File: config.mk
export PLATFORM = sky130hd
export DESIGN_NAME = gie_ops
export DESIGN_NICKNAME = d
export VERILOG_FILES = /design/src/gie_pkg.sv /design/src/gie_ops.sv /design/src/gie_shadow.sv
export SDC_FILE = /design/constraint.sdc
export NUM_CORES = 1
export LEC_CHECK = 0
export BUFFER_PORTS_ARGS = -buffer_cell sky130_fd_sc_hd__buf_2
export CORE_MARGIN = 2
export CORE_UTILIZATION = 30
export CTS_CLUSTER_DIAMETER = 150
export DETAILED_ROUTE_END_ITERATION = 6
export GPL_TIMING_DRIVEN = 0
export SYNTH_ARGS = -nofsm -noshare
export SYNTH_HDL_FRONTEND = slang
export SYNTH_HIERARCHICAL = 1
export SYNTH_SLANG_ARGS = --single-unit
File: constraint.sdc
create_clock -name clk -period 1.7 [get_ports clk]
set_input_delay 0.255 -clock clk [delete_from_list [all_inputs] [get_ports clk]]
set_output_delay 0.255 -clock clk [all_outputs]
set_load 0.005 [all_outputs]
File: src/gie_pkg.sv
// Package with status word layout, operation codes and carriers for the interrupt enable ops
package gie_pkg;
	localparam int GIE_SW_W = 16;
	localparam int GIE_BIT_C = 0;
	localparam int GIE_BIT_Z = 1;
	localparam int GIE_BIT_N = 2;
	localparam int GIE_BIT_GIE = 3;
	localparam int GIE_BIT_CORE_HALT_FLAG = 4;
	localparam int GIE_BIT_OSCILLATOR_OFF_FLAG = 5;
	localparam int GIE_BIT_V = 8;
	localparam logic [15:0] GIE_ENABLE_MASK = 16'h0008;
	localparam logic [15:0] GIE_DISABLE_MASK = 16'hFFF7;
	localparam logic [15:0] GIE_SW_RESET = 16'h0000;
	localparam int GIE_SHADOW_CYCLES = 1;

	typedef enum logic [1:0]
	{
		GIE_OP_NONE = 2'b00,
		GIE_OP_DISABLE = 2'b01,
		GIE_OP_ENABLE = 2'b10,
		GIE_OP_WRITE = 2'b11
	} gie_op_t;

	typedef struct packed
	{
		logic valid;
		gie_op_t op;
		logic [15:0] data;
	} gie_instr_t;
endpackage

File: src/gie_ops.sv
// Status word update and interrupt gating for the global interrupt enable operations
`timescale 1ns/1ns
module gie_ops
	import gie_pkg::*;
(
	// Clock and reset
	input wire logic clk,
	input wire logic srst,
	// Instruction stream, one completed instruction per valid cycle
	input wire gie_instr_t instr,
	// Maskable interrupt request from the interrupt sources
	input wire logic irq_pending,
	// Status word and interrupt acceptance
	output logic [15:0] status_word,
	output logic global_irq_enable_flag,
	output logic oscillator_off_flag,
	output logic core_halt_flag,
	output logic irq_accept
);
	// One decoder shared by every op strobe
	function automatic logic op_is(input gie_instr_t word, input gie_op_t code);
		return word.valid && word.op == code;
	endfunction

	wire logic irq_disable_op = op_is(instr, GIE_OP_DISABLE);
	wire logic irq_enable_op = op_is(instr, GIE_OP_ENABLE);
	wire logic sw_write = op_is(instr, GIE_OP_WRITE);
	wire logic sw_idle = op_is(instr, GIE_OP_NONE) || !instr.valid;

	// Same path as a bit clear or bit set with the constant mask as source
	wire logic [15:0] bit_clear_op = status_word & GIE_DISABLE_MASK;
	wire logic [15:0] bit_set_op = status_word | GIE_ENABLE_MASK;

	wire logic [15:0] next_status_word = irq_disable_op ? bit_clear_op :
		irq_enable_op ? bit_set_op :
		sw_write ? instr.data : status_word;

	logic shadow;

	gie_shadow #(
		.SHADOW(GIE_SHADOW_CYCLES)
	) u_shadow (
		.clk(clk),
		.srst(srst),
		.arm(irq_enable_op),
		.instr_done(instr.valid),
		.active(shadow)
	);

	// Acceptance reads the written-back flag, so a disable op only masks from the
	// next instruction on; software covers that gap with a no-op.
	wire logic next_accept = irq_pending && status_word[GIE_BIT_GIE] && !shadow
		&& !irq_accept;

	always_ff @(posedge clk)
	begin
		if (srst)
			status_word <= GIE_SW_RESET;
		else
			status_word <= next_status_word;
	end

	always_ff @(posedge clk)
	begin
		if (srst)
		begin
			global_irq_enable_flag <= 1'b0;
			oscillator_off_flag <= 1'b0;
			core_halt_flag <= 1'b0;
			irq_accept <= 1'b0;
		end
		else
		begin
			global_irq_enable_flag <= next_status_word[GIE_BIT_GIE];
			oscillator_off_flag <= next_status_word[GIE_BIT_OSCILLATOR_OFF_FLAG];
			core_halt_flag <= next_status_word[GIE_BIT_CORE_HALT_FLAG];
			irq_accept <= next_accept;
		end
	end

	// Open from an enable op until the next instruction completes; counted in
	// instructions, so a stalled core keeps the check open for as long as it stalls.
	logic after_enable;
	wire logic next_after_enable = irq_enable_op ? 1'b1 :
		instr.valid ? 1'b0 : after_enable;

	always_ff @(posedge clk)
	begin
		if (srst)
			after_enable <= 1'b0;
		else
			after_enable <= next_after_enable;
	end
endmodule

File: src/gie_shadow.sv
// Small module that holds off interrupt acceptance for the instruction after an enable
`timescale 1ns/1ns
module gie_shadow
	import gie_pkg::*;
#(
	parameter int SHADOW = GIE_SHADOW_CYCLES
)
(
	// Clock and reset
	input wire logic clk,
	input wire logic srst,
	// Control
	input wire logic arm,
	input wire logic instr_done,
	// Status
	output logic active
);
	// Refused at elaboration: the down counter is only four bits wide
	if (SHADOW < 1 || SHADOW > 15)
	begin : g_bad_shadow
		$error("gie_shadow: SHADOW out of range");
	end

	logic [3:0] left;
	wire logic [3:0] next_left = arm ? 4'(SHADOW) :
		(instr_done && left != 4'h0) ? left - 4'h1 : left;

	always_ff @(posedge clk)
	begin
		if (srst)
			left <= 4'h0;
		else
			left <= next_left;
	end

	always_ff @(posedge clk)
	begin
		if (srst)
			active <= 1'b0;
		else
			active <= (next_left != 4'h0);
	end
endmodule

Yosys cells after proc, flatten, opt, wreduce, memory -nomap -nowiden. Index checks and enable logic that the tools add are counted.

Register bits after elaboration: 25. Output and inout port bits: 20. Input port bits: 22. Logic and storage cells: 31.

Add/sub/neg operators: 1. Bitwise operators: 2. Multiplexer cells: 5. Reduce and logical (&&, ||, !) cells: 12. Equality and inequality tests: 3.

Operators with widths (number): 6-bit 2-to-1 mux (3); 4-bit 2-to-1 mux (2); 4-bit nonzero test (2); 1-bit logical AND (7); 2-bit equality test (second input constant) (2); 4-bit by 1-bit subtractor with 4-bit output (second input constant) (1); 3-bit AND reduction (1); 2-bit by 1-bit equality test with 1-bit output (second input constant) (1); 1-bit logical NOT (2); 1-bit NOT (2).

Logic depth before layout (Yosys ltp).
Depth in word-level cells: 5. Gate-level depth with buffers: 6. Depth with buffers taken out: 6.

By module. The synthesis kept the hierarchy.

By module, submodules not included: gie_ops (times used 1, area an instance 685.7 µm², cells an instance 80); gie_shadow (times used 1, area an instance 265.3 µm², cells an instance 26).

Least setup slack after synthesis. OpenSTA, ideal clock, no wires.

Path type: reg-to-reg. Start point: register u_shadow.left[0]. End point: register u_shadow.active. Slack: 178 ps. Clock period less this slack: 1522 ps. Stages on the path, launching flop included: 7. Data arrival time: 1386 ps. Cells stage by stage: dfxtp_1 > inv_1 > ha_1 > or3b_4 > nand4b_2 > xor2_1 > a41oi_1.

Word-level cells in the longest chain between the ends: 5. Elaborated cells on any way between the ends: 6. Those cells by class: 1 x add/sub; 2 x mux; 3 x reduce/logical.

RTL lines: from (decl) (line gie_shadow.sv:24) `logic [3:0] left;`; from (signal assigned) (line gie_shadow.sv:33) `left <= next_left;`; branches (longest 2 deep; another with 4-bit by 1-bit subtractor with 4-bit output); 4-bit 2-to-1 mux (*) (line gie_shadow.sv:26) `(instr_done && left != 4'h0) ? left - 4'h1 : left;`; 4-bit 2-to-1 mux (*) (line gie_shadow.sv:25) `wire logic [3:0] next_left = arm ? 4'(SHADOW) :`; 4-bit nonzero test (*) (line gie_shadow.sv:41) `active <= (next_left != 4'h0);`; to (signal assigned) (line gie_shadow.sv:41); to (decl) (line gie_shadow.sv:16) `output logic active`.

Every way passes the cells marked *. A chain may end at the register's enable or synchronous reset.

Final worst setup path. Same ends and word-level chain as after synthesis.

==> metrics.yaml <==
clock_tree:
  clk_pin_slew_ps: 110
  postCtsSetupBuffers: 0
  cts_root_buf: "clkbuf_4"
  insertion_delay_ps: 290
  clockBufferDepth: 2
  htreeDepth: 1
  cts_buffers: 3
  clock_sinks: 22
  cts_tree: "done"
cells_and_area:
  nets: 175
  syn_to_final_growth_pct: 30.7
  diodes: 0
  drive_above_1_share_pct: 45.3
  design_area_mm2: 0.00124
critical_path:
  worst-setup-path-type: "flip-flop to flip-flop"
  crit_fanout: 3
  reg2regPathDepth: 6
  worstSetupStartpoint: "u_shadow/left[0]"
  worstPathCellList: "inv_1 -> ha_1 -> or3b_4 -> nand4b_2 -> xor2_2 -> a41oi_1"
  worst-endpoint-required_ps: 1860
  reg2reg_from: "u_shadow/left[0]"
  worstSetupStartpointType: "flip-flop"
  slowest_stage: "or3b_4"
  crit_cells: 6
  critPathTopFamily: "simple AND/OR/NAND/NOR gates"
  arrival_ps: 1780
  crit_path_end_kind: "flip-flop"
  max_stage_delay_ps: 400
  critPathBufInv: 1
sta:
  holdWs_ps: 187
  max-slew-margin-rel_pct: 81.3
  finalCritPeriodShare_pct: 95.1
  worst_pin_slew_ps: 280
  finalSetupViolations: 0
  rsz0062_at_grt: "no"
  clock_skew_ps: 7.76
  hold_violations: 0
  fin_ws_ps: 84.0
  setup_tns_ps: 0
  max_freq_ghz: 0.619
  slew_violations: 0
  layout_min_cycle_time_ps: 1620
synthesis:
  synth-seq-cells: 22
  syn_avg_cell_area_um2: 8.97
  synth_common_cells: "34 x nand2_1, 22 x dfxtp_1, 10 x a21oi_2, 7 x a21oi_1"
  yosysMostFrequentCell: "nand2_1"
  syn_inst: 106
  seq_area_frac_synth_pct: 46.3
  synth_edf_count: 0
  synth_top_cell_by_area: "dfxtp_1"
  ys_types: 27
  ys.warnings.count: 6
  synthesis.nets: 129
  async_flop_share_pct: 0
  ys.flop_type: "dfxtp_1"
  synth_area_um2: 951
  synth_area_leaders: "dfxtp_1 46%, nand2_1 13%, a21oi_2 9.2%"
  yosysTopAreaCellShare_pct: 46.3
job:
  drv_cap: 0
die:
  io_pins: 42
  die_area_mm2: 0.00364
  fp.dieH_um: 60.3
  initial_utilization_pct: 31.4
  rows: 20
  die_w_um: 60.3
  core_mm2: 0.00303
pwr:
  p_total_w: 0.00132
  ir_worst_vdd_mv: 0.457
  power_density_mw_per_mm2: 1060
  leakagePower_nw: 0.554
routing:
  routed_wl_um: 1960
  vias: 822
  routed_via_density: 4.24
  drc: 0
  initialDrtViolationCount: 20
  drt-pass1-iter-count: 4
  ant_nets: 0
  post_drt_wl_per_cell_um: 10.1
global_routing:
  grt_pass1_wl_um: 3040
  use_met2_pct: 18.8
  grt_util_met1_pct: 13.6
  antenna_found_initial: 0
  grt_use_total_pct: 10.9
  busiest_layer: "met2"
  overflow: 0
  grt_pass1_vias: 715
  grt_use_met3_pct: 2.81
  grt_max_degree: 12
placed_design:
  gp_congestion: 0.814
  portBuffers: 41
  dp_hpwl_um: 1550
  pre_cts_ws_ps: 58.2
  dpl-instance-area_mm2: 0.00121
min_path:
  min_from: "instr[11]"
  hp-class: "primary input to flip-flop"
  hold_path_depth: 3
status:
  run_status: "complete, no violations"
==> routing by layer <==
metal | up-vias | part of all wire (%)
met5 | - | 0
met4 | 0 | 0
met3 | 0 | 8.1
met2 | 27 | 47
met1 | 362 | 45
li1 | 433 | -
==> worst reg2reg max path: cells and delay by family (launching register included) <==
kind | cells | cell delay [ps]
and+or+nand+nor | 2 | 520
DFF | 1 | 360
AOI/OAI and AO/OA | 1 | 140
adders and majority gates | 1 | 180
buffers and inverters | 1 | 110
xor gates and xnor gates | 1 | 180
==> cell usage in the layout (no fill, tap or decap) <==
master and instances:
buf_2 44, nand2_1 34, dfxtp_1 21, a21oi_2 10, a21oi_1 7, buf_4 3, clkbuf_4 3, inv_1 3
nor2_1 2, nand3_1 2, nor3b_1 2, nor3_1 2, and3_1 1, buf_6 1, buf_12 1, nor2b_1 1
a2bb2oi_1 1, nor4_1 1, or3b_4 1, nand2_2 1, mux2i_1 1, xnor2_1 1, nor2_8 1, nand4b_2 1
xor2_2 1, o2bb2ai_1 1, a41oi_1 1, ha_1 1, dfxtp_2 1
==> sequential cells by signal, summed over array words and instances, names as in the netlist <==
signal           cells
irq_accept           1
status_word         16
u_shadow/active      1
u_shadow/left        4
==> path summary, 6_finish.rpt <==
| kind | endpoint | slack, ps |
|---|---|---|
| max | u_shadow/active | 80 |
| max reg2reg | u_shadow/active | 80 |
| min | status_word[11] | 190 |
| min reg2reg | irq_accept | 390 |
==> stage by stage <==
step | utilization [%] | instances
after global routing | 41.0 | 194
after global placement | 40.0 | 191
after floorplan | - | 106
final | 41.0 | 194
after CTS | 40.7 | 194
after detailed placement | 40.0 | 191
==> area by class of cell <==
class	count	area (um^2)
well taps	44	55.1
fillers	317	1790
inverters	3	11.3
plain buffers	8	68.8
repair buffers	41	205
flip-flops and latches	22	442
multi-input cells	73	438
clock buffers	3	22.5
==> timing repair <==
item,4_1_cts,5_1_grt
gates resized for setup,0,2
setup endpoints to repair,0,1
hold buffers,0,0
==> cell families after synthesis <==
logic type | count (synthesis) | synth area share [%]
XOR/XNOR | 2 | 1.84
buffers and inverters | 11 | 8.42
flip-flops | 22 | 46.3
multiplexers | 1 | 1.05
AND/OR/NAND/NOR | 49 | 25.4
adder cells (fa/ha/maj) | 1 | 1.32
AO/OA/AOI/OAI | 20 | 15.7
==> where the power goes <==
part | internal (W) | total [W] | switching (W)
clock network | 0.0000823 | 0.000217 | 0.000135
registers | 0.000579 | 0.000641 | 0.0000621
logic | 0.000247 | 0.000458 | 0.000212
total | 0.000908 | 0.00132 | 0.000409
Note: power is estimated with default switching activity, not from simulation.
